**config.mk**
```make
export PLATFORM = sky130hd
export DESIGN_NAME = irq_bank
export DESIGN_NICKNAME = d
export VERILOG_FILES = /design/src/irq_bank.v /design/src/prio_pick.v
export VERILOG_INCLUDE_DIRS = /design/src
export SDC_FILE = /design/constraint.sdc
export NUM_CORES = 1
export LEC_CHECK = 0
export ABC_AREA = 1
export BUFFER_PORTS_ARGS = -buffer_cell sky130_fd_sc_hd__buf_2
export CAP_MARGIN = 20
export CORE_UTILIZATION = 41
export CTS_CLUSTER_DIAMETER = 120
export DETAILED_ROUTE_END_ITERATION = 7
export GPL_ROUTABILITY_DRIVEN = 1
export PLACE_DENSITY = 0.73
export RECOVER_POWER = 25
export SLEW_MARGIN = 0
export SYNTH_ARGS = -nofsm -noshare
export SYNTH_HDL_FRONTEND = slang
export SYNTH_SLANG_ARGS = --single-unit
```
**constraint.sdc**
```tcl
create_clock -name CLK -period 6.7 [get_ports CLK]
set_input_delay 0.335 -clock CLK [delete_from_list [all_inputs] [get_ports CLK]]
set_output_delay 0.335 -clock CLK [all_outputs]
set_load 0.01 [all_outputs]
```
**src/irq_bank_defines.vh**
```
// Purpose: constants for the eight-level interrupt bank
// Assumes: included by bare name by the bank design files
// Notes:   command codes arrive on CMD_CODE with a CMD_VALID pulse
`ifndef IRQ_BANK_DEFINES_VH
`define IRQ_BANK_DEFINES_VH

// command codes
`define CMD_EOI_NONSPEC   4'h0
`define CMD_EOI_SPEC      4'h1
`define CMD_ROT_NONSPEC   4'h2
`define CMD_ROT_SPEC      4'h3
`define CMD_SET_PRIO      4'h4
`define CMD_RAEOI_SET     4'h5
`define CMD_RAEOI_CLR     4'h6
`define CMD_SMM_SET       4'h7
`define CMD_SMM_CLR       4'h8
`define CMD_AUTO_END_OF_SERVICE_SET      4'h9
`define CMD_AUTO_END_OF_SERVICE_CLR      4'ha

// reset values and fixed codes
`define LOWEST_RESET      3'h7
`define DEFAULT_LEVEL     3'h7
`define BITS_CLEAR        8'h00
`define BITS_ALL          8'hff
`define ONE_HOT_BASE      8'h01
`define DATA_IDLE         8'h00
`define LEVEL_STEP        3'h1
`define VEC_LSB_PAD       3'h0

`endif

```
**src/irq_bank.v**
```verilog
// Purpose: one eight-level interrupt bank: sensing, mask, priority, ack
// Assumes: INTA1/INTA2 and commands are synchronous to CLK
// Notes:   request pins are asynchronous and are synchronised here
`timescale 1ns/100ps
`default_nettype none
`include "irq_bank_defines.vh"

module irq_bank (
  input  wire        CLK,            // 25 MHz system clock
  input  wire        RESET_N,        // async reset, active low
  input  wire [7:0]  IRQ_N,          // request pins, active low
  input  wire        LEVEL_MODE,     // 1 level sensing, 0 edge
  input  wire        MASK_WR,        // pulse: load mask
  input  wire [7:0]  MASK_DATA,      // new mask value
  input  wire        CMD_VALID,      // pulse: command present
  input  wire [3:0]  CMD_CODE,       // command code
  input  wire [2:0]  CMD_LEVEL,      // level for specific commands
  input  wire [7:0]  CASCADE_EN,     // level has a slave behind it
  input  wire [63:0] VECTOR_TABLE,   // eight vector bytes, level 0 low
  input  wire [7:0]  DEFAULT_VECTOR, // vector of default level 7
  input  wire        INTA1,          // high during first ack cycle
  input  wire        INTA2,          // high during second ack cycle
  output reg         INT_REQ,        // interrupt to host
  output reg  [7:0]  DATA_OUT,       // data bus value
  output reg         DATA_OE_N,      // low while driving the bus
  output reg  [2:0]  ACK_LEVEL,      // level taken at first ack
  output reg         ACK_DEFAULT,    // first ack found no allowed request
  output reg  [7:0]  PENDING,        // request latch state
  output reg  [7:0]  IN_SERVICE,     // in-service bits
  output reg  [7:0]  MASK_STATE,     // mask bits
  output reg  [2:0]  LOWEST_LEVEL,   // level ranked lowest
  output reg         SMM_ON,         // special mask mode active
  output reg         RAEOI_ON,       // rotate auto end mode active
  output reg         AUTO_END_OF_SERVICE_ON         // plain auto end mode active
);

  // pin synchroniser and edge history
  reg  [7:0] irq_s1;     // first stage, read only by irq_s2
  reg  [7:0] irq_s2;     // synchronised pins
  reg  [7:0] irq_prev;   // previous synchronised value

  // bank state
  reg  [7:0] pending_request_latch; // latched requests
  reg  [7:0] level_mask_bits;       // set bit disables a level
  reg  [7:0] in_service_bits;       // routines in service
  reg  [2:0] lowest;                // level with lowest rank
  reg        smm;                   // special mask mode
  reg        raeoi;                 // rotate on auto end mode
  reg        auto_end_of_service;   // plain auto end mode

  // acknowledge tracking
  reg        inta1_d;    // INTA1 one cycle late
  reg        inta2_d;    // INTA2 one cycle late
  reg  [2:0] ack_lvl;    // acknowledged level
  reg        ack_dflt;   // acknowledge returned default
  reg        ack_casc;   // acknowledged level has a slave

  // combinational helpers
  wire [7:0] req_low;    // pins currently low
  wire [7:0] fall;       // high-to-low transitions
  wire [2:0] base;       // level ranked highest
  wire [7:0] live;       // latched and still low
  wire [7:0] eligible;   // requests that may compete
  wire       w_found;    // a request competes
  wire [2:0] w_lvl;      // best competing request
  wire       h_found;    // a level is in service
  wire [2:0] h_lvl;      // highest level in service
  wire [2:0] w_rank;     // rank of best request
  wire [2:0] h_rank;     // rank of highest in service
  wire       allowed;    // best request may interrupt
  wire       inta1_start;
  wire       inta1_end;
  wire       inta2_start;
  wire       inta2_end;
  wire [7:0] w_vec;      // vector of best request
  wire [7:0] a_vec;      // vector of acknowledged level
  wire [7:0] h_hot;      // one-hot of highest service bit
  wire [7:0] c_hot;      // one-hot of command level
  wire       auto_end;   // auto end happens this cycle

  reg  [7:0] next_latch;   // next request latch
  reg  [7:0] latch_clr;    // latch bits cleared by ack
  reg  [7:0] isr_set;      // service bits set by ack
  reg  [7:0] isr_clr;      // service bits cleared
  reg  [2:0] next_lowest;  // next lowest-rank level
  reg        next_smm;     // next special mask mode
  reg        next_raeoi;   // next rotate auto end mode
  reg        next_auto_end_of_service;    // next plain auto end mode

  assign req_low     = ~irq_s2;
  assign fall        = irq_prev & ~irq_s2;
  assign base        = lowest + `LEVEL_STEP;
  assign live        = pending_request_latch & req_low;
  // mask gates only the latch output; special mask drops busy levels
  assign eligible    = live & ~level_mask_bits & (smm ? ~in_service_bits : `BITS_ALL);
  assign w_rank      = w_lvl - base;
  assign h_rank      = h_lvl - base;
  // nested mode: only a strictly better rank than the busy one wins
  assign allowed     = w_found & (smm | ~h_found | (w_rank < h_rank));
  assign inta1_start = INTA1 & ~inta1_d;
  assign inta1_end   = ~INTA1 & inta1_d;
  assign inta2_start = INTA2 & ~inta2_d;
  assign inta2_end   = ~INTA2 & inta2_d;
  assign w_vec       = VECTOR_TABLE[{w_lvl, `VEC_LSB_PAD} +: 8];
  assign a_vec       = VECTOR_TABLE[{ack_lvl, `VEC_LSB_PAD} +: 8];
  assign h_hot       = `ONE_HOT_BASE << h_lvl;
  assign c_hot       = `ONE_HOT_BASE << CMD_LEVEL;
  assign auto_end    = inta2_end & ~ack_dflt & (auto_end_of_service | raeoi);

  // best pending request by current rank
  prio_pick u_req_pick (
    .bits  (eligible),
    .base  (base),
    .found (w_found),
    .level (w_lvl)
  );

  // highest level in service by current rank
  prio_pick u_isr_pick (
    .bits  (in_service_bits),
    .base  (base),
    .found (h_found),
    .level (h_lvl)
  );

  // request latch update, sensing chosen per bank
  always @* begin
    latch_clr = `BITS_CLEAR;
    if (inta1_start && allowed) begin
      latch_clr = `ONE_HOT_BASE << w_lvl;
    end
    if (LEVEL_MODE) begin
      // level sensing follows the pin, no edge needed
      next_latch = req_low;
    end else begin
      // new edge wins over the ack clear
      next_latch = (pending_request_latch & ~latch_clr) | fall;
    end
  end

  // service bits, priority and mode updates
  always @* begin
    isr_set     = `BITS_CLEAR;
    isr_clr     = `BITS_CLEAR;
    next_lowest = lowest;
    next_smm    = smm;
    next_raeoi  = raeoi;
    next_auto_end_of_service   = auto_end_of_service;
    // acknowledge records the winning level
    if (inta1_start && allowed) begin
      isr_set = `ONE_HOT_BASE << w_lvl;
    end
    // automatic end after the second acknowledge
    if (auto_end && h_found) begin
      isr_clr = h_hot;
      if (raeoi) begin
        next_lowest = h_lvl;
      end
    end
    if (CMD_VALID) begin
      case (CMD_CODE)
        `CMD_EOI_NONSPEC: begin
          // clear highest, order unchanged
          if (h_found) begin
            isr_clr = isr_clr | h_hot;
          end
        end
        `CMD_EOI_SPEC: begin
          isr_clr = isr_clr | c_hot;
        end
        `CMD_ROT_NONSPEC: begin
          if (h_found) begin
            isr_clr     = isr_clr | h_hot;
            next_lowest = h_lvl;
          end
        end
        `CMD_ROT_SPEC: begin
          isr_clr     = isr_clr | c_hot;
          next_lowest = CMD_LEVEL;
        end
        `CMD_SET_PRIO: begin
          // rank change only, service bits kept
          next_lowest = CMD_LEVEL;
        end
        `CMD_RAEOI_SET: begin
          next_raeoi = 1'b1;
        end
        `CMD_RAEOI_CLR: begin
          next_raeoi = 1'b0;
        end
        `CMD_SMM_SET: begin
          next_smm = 1'b1;
        end
        `CMD_SMM_CLR: begin
          next_smm = 1'b0;
        end
        `CMD_AUTO_END_OF_SERVICE_SET: begin
          next_auto_end_of_service = 1'b1;
        end
        `CMD_AUTO_END_OF_SERVICE_CLR: begin
          next_auto_end_of_service = 1'b0;
        end
        default: begin
          // unknown code: no effect
          next_smm = smm;
        end
      endcase
    end
  end

  // pin synchroniser and edge history
  always @(posedge CLK or negedge RESET_N) begin
    if (!RESET_N) begin
      irq_s1   <= `BITS_ALL;
      irq_s2   <= `BITS_ALL;
      irq_prev <= `BITS_ALL;
    end else begin
      irq_s1   <= IRQ_N;
      irq_s2   <= irq_s1;
      irq_prev <= irq_s2;
    end
  end

  // bank state registers
  always @(posedge CLK or negedge RESET_N) begin
    if (!RESET_N) begin
      pending_request_latch <= `BITS_CLEAR;
      level_mask_bits       <= `BITS_CLEAR;
      in_service_bits       <= `BITS_CLEAR;
      lowest                <= `LOWEST_RESET;
      smm                   <= 1'b0;
      raeoi                 <= 1'b0;
      auto_end_of_service   <= 1'b0;
    end else begin
      pending_request_latch <= next_latch;
      if (MASK_WR) begin
        level_mask_bits <= MASK_DATA;
      end
      // a set in the same cycle as a clear wins
      in_service_bits       <= (in_service_bits & ~isr_clr) | isr_set;
      lowest                <= next_lowest;
      smm                   <= next_smm;
      raeoi                 <= next_raeoi;
      auto_end_of_service   <= next_auto_end_of_service;
    end
  end

  // acknowledge sequencing and data bus
  always @(posedge CLK or negedge RESET_N) begin
    if (!RESET_N) begin
      inta1_d   <= 1'b0;
      inta2_d   <= 1'b0;
      ack_lvl   <= `DEFAULT_LEVEL;
      ack_dflt  <= 1'b0;
      ack_casc  <= 1'b0;
      DATA_OUT  <= `DATA_IDLE;
      DATA_OE_N <= 1'b1;
    end else begin
      inta1_d <= INTA1;
      inta2_d <= INTA2;
      if (inta1_start) begin
        DATA_OE_N <= 1'b0;
        if (allowed) begin
          ack_lvl  <= w_lvl;
          ack_dflt <= 1'b0;
          ack_casc <= CASCADE_EN[w_lvl];
          // cascade address or zero for a local level
          DATA_OUT <= CASCADE_EN[w_lvl] ? w_vec : `DATA_IDLE;
        end else begin
          // no allowed request (vanished, masked away or outranked by service): default level
          ack_lvl  <= `DEFAULT_LEVEL;
          ack_dflt <= 1'b1;
          ack_casc <= 1'b0;
          DATA_OUT <= `DATA_IDLE;
        end
      end else if (inta1_end) begin
        DATA_OE_N <= 1'b1;
        DATA_OUT  <= `DATA_IDLE;
      end else if (inta2_start) begin
        if (ack_dflt) begin
          DATA_OE_N <= 1'b0;
          DATA_OUT  <= DEFAULT_VECTOR;
        end else if (ack_casc) begin
          // slave drives its own vector
          DATA_OE_N <= 1'b1;
          DATA_OUT  <= `DATA_IDLE;
        end else begin
          DATA_OE_N <= 1'b0;
          DATA_OUT  <= a_vec;
        end
      end else if (inta2_end) begin
        DATA_OE_N <= 1'b1;
        DATA_OUT  <= `DATA_IDLE;
      end
    end
  end

  // registered status and request outputs
  always @(posedge CLK or negedge RESET_N) begin
    if (!RESET_N) begin
      INT_REQ      <= 1'b0;
      ACK_LEVEL    <= `DEFAULT_LEVEL;
      ACK_DEFAULT  <= 1'b0;
      PENDING      <= `BITS_CLEAR;
      IN_SERVICE   <= `BITS_CLEAR;
      MASK_STATE   <= `BITS_CLEAR;
      LOWEST_LEVEL <= `LOWEST_RESET;
      SMM_ON       <= 1'b0;
      RAEOI_ON     <= 1'b0;
      AUTO_END_OF_SERVICE_ON      <= 1'b0;
    end else begin
      INT_REQ      <= allowed;
      ACK_LEVEL    <= ack_lvl;
      ACK_DEFAULT  <= ack_dflt;
      PENDING      <= pending_request_latch;
      IN_SERVICE   <= in_service_bits;
      MASK_STATE   <= level_mask_bits;
      LOWEST_LEVEL <= lowest;
      SMM_ON       <= smm;
      RAEOI_ON     <= raeoi;
      AUTO_END_OF_SERVICE_ON      <= auto_end_of_service;
    end
  end

endmodule // irq_bank

`default_nettype wire

```
**src/prio_pick.v**
```verilog
// Purpose: finds the first set bit of a byte in circular order
// Assumes: base is the level currently ranked highest
// Notes:   purely combinational; used for requests and service bits
`timescale 1ns/100ps
`default_nettype none

module prio_pick (
  input  wire [7:0] bits,   // candidate bits, one per level
  input  wire [2:0] base,   // level holding top rank
  output reg        found,  // some bit is set
  output reg  [2:0] level   // best-ranked set level
);

  reg [2:0] idx;  // level under test
  integer   i;    // rank offset

  // walk from lowest rank up so the best rank is written last
  always @* begin
    found = 1'b0;
    level = base;
    idx   = base;
    for (i = 7; i >= 0; i = i - 1) begin
      idx = base + i[2:0];
      if (bits[idx]) begin
        found = 1'b1;
        level = idx;
      end
    end
  end

endmodule // prio_pick

`default_nettype wire

```
# Yosys cells after proc, flatten, opt, wreduce, memory -nomap -nowiden
# Index checks and enable logic that the tools add are counted.
dict set report word_totals {
  register_bits 105
  input_bits 110
}
dict set report op_classes {
  n_addsub 10
  order_cmp 10
  eq_ne 10
  shifts 5
  mux 98
  bitwise 31
  n_reduce_logical 13
}
# op count
set ops {}
lappend ops {{indexed part select 64 x 7 -> 8 bit} 2}
lappend ops {{two-way mux 8 bit} 14}
lappend ops {{two-way mux 3 bit} 21}
lappend ops {{binary-select mux 1 bit (select 3 bit)} 17}
lappend ops {{bitwise AND 8 bit} 6}
lappend ops {{two-way mux 1 bit} 41}
lappend ops {{inverter 8 bit} 5}
lappend ops {{less-than comparator 3 x 4 -> 1 bit, second input constant} 9}
lappend ops {{bitwise OR 8 bit} 4}
lappend ops {{<< shifter 1 x 3 -> 8 bit, first input constant} 3}
lappend ops {{== test 4 x 3 -> 1 bit, second input constant} 4}
lappend ops {{one-hot mux 8 bit (2 select lines)} 1}
lappend ops {{adder 3 bit, second input constant} 4}
lappend ops {{== test 4 bit, second input constant} 3}
lappend ops {{== test 4 x 2 -> 1 bit, second input constant} 2}
lappend ops {{bitwise AND 1 bit} 7}
lappend ops {{adder 3 x 1 -> 3 bit, second input constant} 2}
lappend ops {{adder 3 x 2 -> 3 bit, second input constant} 2}
lappend ops {{inverter 1 bit} 6}
lappend ops {{one-hot mux 1 bit (2 select lines)} 3}
lappend ops {{one-hot mux 3 bit (2 select lines)} 1}
lappend ops {{AND reduction 2 bit} 3}
lappend ops {{nonzero test 2 bit} 3}
lappend ops {{OR reduction 2 bit} 3}
lappend ops {{7 further kinds} 11}

# Longest topological paths before layout
# Gate-level depths: netlist of run 1.
dict set report depth {
  ltp_word 24
  mapped_depth 38
  depth_no_buf 33
}

# Modules after synthesis
# From an unflattened synthesis of run 1, not the netlist that was laid out.
dict set report hier_totals {
  cells_unflattened 1099
  hier_area_um2 7440.9
}
# module instances cells_each area_per_inst_um2
set modules_own_cells {}
lappend modules_own_cells {irq_bank 1 847 6067.1}
lappend modules_own_cells {prio_pick 2 126 686.9}

# Worst setup path after synthesis of run 1
# No wires, ideal clock.
dict set report synth_timing {
  path_type {reg2reg}
  from {reg lowest[0]}
  to {reg DATA_OUT[0]}
  setup_time_ns 0.077
  arrival_time_ns 4.830
  path_slack_ns 1.792
  path_stages_with_launch 38
  path_buffers 6
  synth_period_minus_slack_ns 4.908
  cell_sequence {dfstp_2 -> buf_6 -> inv_4 -> buf_6 -> ha_1 -> buf_4 -> xor2_2 -> buf_4 -> nand3_1 -> nand3_1 -> nand2_1 -> inv_2 -> o21ai_1 -> nand2_1 -> nand2_1 -> nand2_1 -> nand2_2 -> nand3_2 -> [... 2 more ...] -> buf_6 -> ha_1 -> inv_1 -> fa_1 -> xnor2_1 -> ha_1 -> a21oi_1 -> a21o_1 -> o21ai_1 -> inv_2 -> nand2_4 -> nor2_2 -> nand2_1 -> inv_1 -> nand3_2 -> nand2_4 -> nand2_1 -> a21oi_1}
}
dict set report synth_between {
  elab_chain_cells 18
  elab_cells_between_ends 85
}
# element line_no
set synth_rtl {}
lappend synth_rtl {{start: declaration} irq_bank.v:46} ;# reg [2:0] lowest;
lappend synth_rtl {{start signal: assignment} irq_bank.v:230} ;# lowest <= `LOWEST_RESET;
lappend synth_rtl {{start signal: assignment} irq_bank.v:241} ;# lowest <= next_lowest;
lappend synth_rtl {{adder 3 x 1 -> 3 bit (no source line) *} -}
lappend synth_rtl {{adder 3 bit} prio_pick.v:23} ;# idx = base + i[2:0];
lappend synth_rtl {{binary-select mux 1 bit (select 3 bit)} prio_pick.v:24} ;# if (bits[idx]) begin
lappend synth_rtl {{two-way mux 1 bit (not written as such)} prio_pick.v:24}
lappend synth_rtl {{two-way mux 3 bit / two-way mux 1 bit (equally long branches) (8 in series)} prio_pick.v:24}
lappend synth_rtl {{subtractor 3 bit (tied with other cells)} irq_bank.v:96} ;# assign w_rank = w_lvl - base;
lappend synth_rtl {{less-than comparator 3 bit / bitwise OR 1 bit (equally long branches)} irq_bank.v:99} ;# assign allowed = w_found & (smm | ~h_found | (w_rank < h_rank));
lappend synth_rtl {{bitwise OR 1 bit} irq_bank.v:99}
lappend synth_rtl {{bitwise AND 1 bit *} irq_bank.v:99}
lappend synth_rtl {{net allowed} irq_bank.v:70} ;# wire allowed;
lappend synth_rtl {{two-way mux 8 bit *} irq_bank.v:263} ;# if (allowed) begin
lappend synth_rtl {{two-way mux 8 bit *} irq_bank.v:261} ;# if (inta1_start) begin
lappend synth_rtl {{end signal: assignment} irq_bank.v:256} ;# DATA_OUT <= `DATA_IDLE;
lappend synth_rtl {{end signal: assignment} irq_bank.v:268} ;# DATA_OUT <= CASCADE_EN[w_lvl] ? w_vec : `DATA_IDLE;
lappend synth_rtl {{end signal: assignment} irq_bank.v:274} ;# DATA_OUT <= `DATA_IDLE;
lappend synth_rtl {{end: declaration} irq_bank.v:24} ;# output reg [7:0] DATA_OUT,
# Mark *: on every way through the listed nets, which the timed path passes. The rest lies on a longest branch. The select of a mux whose other input is x is not followed.
# A chain may end at the register's enable or synchronous reset.

# Final worst setup path of run 1
dict set report layout_timing {
  from {reg lowest[0]}
  to {reg DATA_OUT[4]}
}
# The elaborated chain is that of the path after synthesis.

==> results.cfg, run 1 <==
[critical_path]
path_common_cell = nand2_1
cp-end-kind = flop
max_stage_delay_ns = 0.86
cp_top_family = simple AND/OR/NAND/NOR gates
cp.arrival_ns = 6.15
start_kind = flop
crit_required_ns = 6.98
path_buf_inv = 4
cp_max_fo = 22
path_class = reg -> reg
cp_slowest_cell = ha_1
reg2reg_setup_slack_ns = 0.83

[finish]
nFillCells = 1773
layout-drive-gt1-share_pct = 21.79
layout_common_cells = nand2_1 (267), inv_1 (160), buf_2 (150)
final_cells = 1386
areaGrowthSynthToFinish_pct = 16.41
fin_nets = 1278
n_antenna_cell = 0
layout_commonest_cell = nand2_1

[route]
drc_errors = 0
wire_per_inst_um = 15.43
routed_wl_um = 21390
vias = 7229
drt_iter0_drc = 579
ant_nets = 0
vias_per_cell = 5.216
drt-pass1-iter-count = 5

[die]
fp.dieArea_sq_um = 18040
rows = 48
fp.dieW_um = 134.3
core_area_sq_um = 17180
initial_core_util_pct = 41.78
pin_count = 154
die_h_um = 134.3

[placement]
dp_hpwl_um = 16110
gp_congestion = 0.9433
place_ws_ns = 0.9385
io_buffer_count = 153
place_inst = 1368

[global_routing]
grt_max_degree = 71
grt_antenna_before_repair = 0
grt_first_pass_wirelength_um = 33880
track_usage_pct = 24.20
grt_pass1_vias = 6658
globalRoute.totalOverflow = 0

[outcome]
status = finished clean

[sta]
finalCriticalPeriod_ns = 5.871
setup_viol = 0
tns_ns = 0
slew_viol_final = 0
tightest_slew_ns = 0.8316
max_clock_freq_ghz = 0.1703
slew-limit-headroom_pct = 44.56
finalCritPeriodShare_pct = 87.63
finalWorstSetupSlack_ns = 0.8290
rsz0062_at_grt = no
hold_violations = 0
fin_skew_ns = 0.01248

[job]
max_cap_viol_count = 0

[synth]
synthArstFlopShare_pct = 100.0
ys_ff_latch = 105
syn-cell-area_sq_um = 7177
syn_inst = 1024
synth_warnings = 0
ys_types = 50
synth.area.top_cells = dfrtp_1 (24%), nand2_1 (14%), dfstp_2 (14%)
synth.top_cell.area_share_pct = 23.71
syn_area_per_cell_sq_um = 7.009
synth_nets = 1146
yosys.area.top_type = dfrtp_1
synth_edf_count = 0
synthFlopType = dfrtp_1
yosysSeqAreaShare_pct = 37.26

[cts]
clock_latency_ns = 0.36
cts_setup_buffers = 0
htree_levels = 3
root_buffer = clkbuf_16
cts_buffer_depth = 2
clk_pin_slew_ns = 0.07
cts_tree = built
cts.sinks = 105
cts_made_buffers = 9

[min_path]
min_path_type = in -> reg
[layer usage]
metal / GRT usage (%) / up-vias / wire (um)
met1: 32.67 / 3301 / 9500
met4: 9.114 / 0 / 625
li1: - / 3551 / -
met3: 4.044 / 49 / 1517
met5: 0 / - / 0
met2: 38.83 / 328 / 9749
[synth_stat cells (2+ instances only)]
| library cell | n |
|---|---|
| a21oi_1 | 55 |
| a31oi_1 | 11 |
| a32o_1 | 6 |
| buf_1 | 3 |
| buf_2 | 6 |
| buf_4 | 5 |
| buf_6 | 8 |
| clkbuf_1 | 17 |
| dfrtp_1 | 68 |
| dfstp_2 | 37 |
| fa_1 | 2 |
| ha_1 | 10 |
| inv_1 | 160 |
| inv_2 | 9 |
| mux2_2 | 8 |
| nand2_1 | 267 |
| nand2_2 | 10 |
| nand2_4 | 5 |
| nand3_1 | 88 |
| nand3_2 | 3 |
| nand4_1 | 34 |
| nor2_1 | 85 |
| nor2_4 | 3 |
| nor3_1 | 2 |
| o211ai_1 | 9 |
| o21ai_0 | 63 |
| o21ai_1 | 14 |
| o22ai_1 | 2 |
| o31ai_1 | 8 |
| or2_2 | 4 |
| xor2_1 | 2 |
| xor2_2 | 2 |
[layout make-up]
| class | count | area (sq um) | share of cell area (%) |
|---|---|---|---|
| sequential | 105 | 2674 | 32.01 |
| clock inverter | 5 | 45.04 | 0.5392 |
| inverter | 171 | 644.4 | 7.713 |
| multi-input combinational | 709 | 3626 | 43.40 |
| clock buffer | 11 | 242.7 | 2.905 |
| timing repair buffer | 160 | 840.8 | 10.06 |
| tap | 225 | 281.5 | 3.370 |
[worst paths after layout]
| path | from | endpoint | cells after the start |
|---|---|---|---|
| max reg2reg | lowest[0] | DATA_OUT[4] | 29 |
| min | IRQ_N[2] | irq_s1[2] | 1 |
| max in group asynchronous | RESET_N | IN_SERVICE[2] | 3 |
| min in group asynchronous | RESET_N | in_service_bits[6] | 2 |
| max | lowest[0] | DATA_OUT[4] | 29 |
| min reg2reg | irq_s1[0] | irq_s2[0] | 0 |
[worst reg2reg max path, delay by kind of cell (launching register included)]
kind | cells | cell delay, ns
buf+inv | 4 | 0.42
xor+xnor | 2 | 0.66
simple gates | 15 | 1.98
fa+ha+maj | 3 | 1.64
flops | 1 | 0.56
compound gates | 5 | 0.54
[logic make-up (layout without fill, tap and decap cells)]
family,Yosys count,in the layout,synth area share (%)
adders and majority gates,12,12,2.301
buffers and inverters,210,347,12.22
xor gates and xnor gates,8,8,1.813
muxes,8,8,1.255
DFF,105,105,37.26
AOI/OAI and AO/OA,175,175,13.74
and+or+nand+nor,506,506,31.42
[what timing repair did]
| action | 4_1_cts | 5_1_grt |
|---|---|---|
| hold endpoints to repair | 25 | 0 |
| resized for setup | 0 | 0 |
| hold buffers | 1 | 0 |
[through the flow]
step	hold slack, ns	cell area, sq um	utilization, %
after floorplan	0.03941	7177	-
after global placement	0.3346	8031	46.76
after detailed placement	0.3348	8031	46.76
after CTS	0.06944	8329	48.49
after global routing	0.06397	8354	48.64
final	0.07594	8354	48.64
Power of run 1 is not shown: default switching activity piles up to over one toggle a cycle in this logic, so the estimate is an artifact.
==> inputs of run 2 (changes only) <==
- CORE_MARGIN: not set -> 4
- RECOVER_POWER: 25 -> 100
- clock period: 6.7 -> 7.3 ns (I/O delays scaled with it)
==> results.cfg, run 2 (synthesized netlist as in run 1, its figures left out) <==
[cts]
cts_made_buffers = 9
clock_latency_ns = 0.35
root_buffer = clkbuf_16
ctsHoldBuffers = 0
cts.sinks = 105
cts_setup_buffers = 0
cts_buffer_depth = 2
htree_levels = 3
clk_pin_slew_ns = 0.08
cts_tree = built
post_cts_resized = 0

[outcome]
status = finished, violations left
failed_checks = capacitance limit, slew limit

[critical_path]
crit_start = lowest[0]
reg2reg_from = lowest[0]
r2r_cells = 29
reg2reg_setup_slack_ns = 1.03
reg2reg_to = DATA_OUT[4]
cp_max_fo = 22
cp.arrival_ns = 6.55
crit_required_ns = 7.58
cp_top_family = simple AND/OR/NAND/NOR gates
path_class = reg -> reg
path_common_cell = nand2_1
max_stage_delay_ns = 0.72
path_buf_inv = 4
cp-end-kind = flop
start_kind = flop
cp_slowest_cell = xor2_1

[finish]
nFillCells = 1768
layout-drive-gt1-share_pct = 17.07
layout_commonest_cell = nand2_1
areaGrowthSynthToFinish_pct = 15.20
layout_common_cells = nand2_1 (268), inv_1 (160), buf_2 (104)
fin_nets = 1277
n_antenna_cell = 0

[route]
routed_wl_um = 22200
ant_nets = 0
drc_errors = 0
drt-pass1-iter-count = 6
drt_iter0_drc = 800
wire_per_inst_um = 16.03
vias = 7252
vias_per_cell = 5.236

[sta]
tns_ns = 0
fin_skew_ns = 0.01177
slew_viol_final = 108
finalCriticalPeriod_ns = 6.275
hold_violations = 0
tightest_slew_ns = 3.170
max_clock_freq_ghz = 0.1594
slew-limit-headroom_pct = -111.4
rsz0062_at_grt = no
setup_viol = 0
finalWorstSetupSlack_ns = 1.025
finalCritPeriodShare_pct = 85.96

[die]
initial_core_util_pct = 41.64
pin_count = 154
fp.dieArea_sq_um = 19690
die_h_um = 140.3
core_area_sq_um = 17240
fp.dieW_um = 140.3
rows = 48

[global_routing]
track_usage_pct = 21.98
globalRoute.totalOverflow = 0
grt_antenna_before_repair = 0
grt_first_pass_wirelength_um = 34570
grt_pass1_vias = 6528
grt_max_degree = 64

[min_path]
hold_end = irq_s1[5]
hold_start = IRQ_N[5]
min_path_type = in -> reg
min_path_cells = 1

[placement]
place_ws_ns = 1.517
gp_congestion = 0.9190
dp_hpwl_um = 16960
io_buffer_count = 153

[job]
max_cap_viol_count = 2
run 2: metal layers:
| metal | GRT usage, % | vias to the layer above | wire [um] |
|---|---|---|---|
| met4 | 5.609 | 0 | 414 |
| met1 | 30.78 | 3342 | 9787 |
| met3 | 4.882 | 31 | 1886 |
| met2 | 34.60 | 314 | 10110 |
| met5 | 0 | - | 0 |
| li1 | - | 3565 | - |
run 2: layout make-up:
type	instances	area [sq um]	share of cell area (%)
clock buffers	10	239.0	2.890
clock inverters	6	72.57	0.8777
inverters	171	644.4	7.794
multi-input cells	709	3591	43.43
flip-flops and latches	105	2674	32.34
well taps	225	281.5	3.405
repair buffers	159	765.7	9.261
run 2: worst reg2reg max path, delay by kind of cell, from the launching register on:
| kind | cells | cell delay [ns] |
|---|---|---|
| buffers and inverters | 4 | 0.73 |
| and+or+nand+nor | 15 | 2.04 |
| DFF | 1 | 0.57 |
| xor gates and xnor gates | 2 | 0.87 |
| adders and majority gates | 3 | 1.41 |
| AOI/OAI and AO/OA | 5 | 0.60 |
run 2: stage by stage:
stage          hold WS (ns)  util (%)  instances  area, sq um
2_1_floorplan       0.06941         -       1024         7177
5_1_grt             0.09417     47.97       1385         8268
3_3_place_gp         0.3467     46.60       1368         8031
6_report             0.1019     47.97       1385         8268
4_1_cts             0.03858     48.40       1384         8343
3_5_place_dp         0.3468     46.60       1368         8031
run 2: how the worst max path moves through the flow:
| stage | cells after the start | end | slack [ns] |
|---|---|---|---|
| after detailed placement | 29 | DATA_OUT[4] | 1.52 |
| final | 29 | DATA_OUT[4] | 1.03 |
| after global routing | 29 | DATA_OUT[0] | 0.55 |
| after CTS | 29 | DATA_OUT[4] | 1.50 |
| after floorplan | 37 | DATA_OUT[0] | 2.39 |
| after global placement | 29 | DATA_OUT[4] | 1.66 |
Power of run 2 is left out for the same reason.
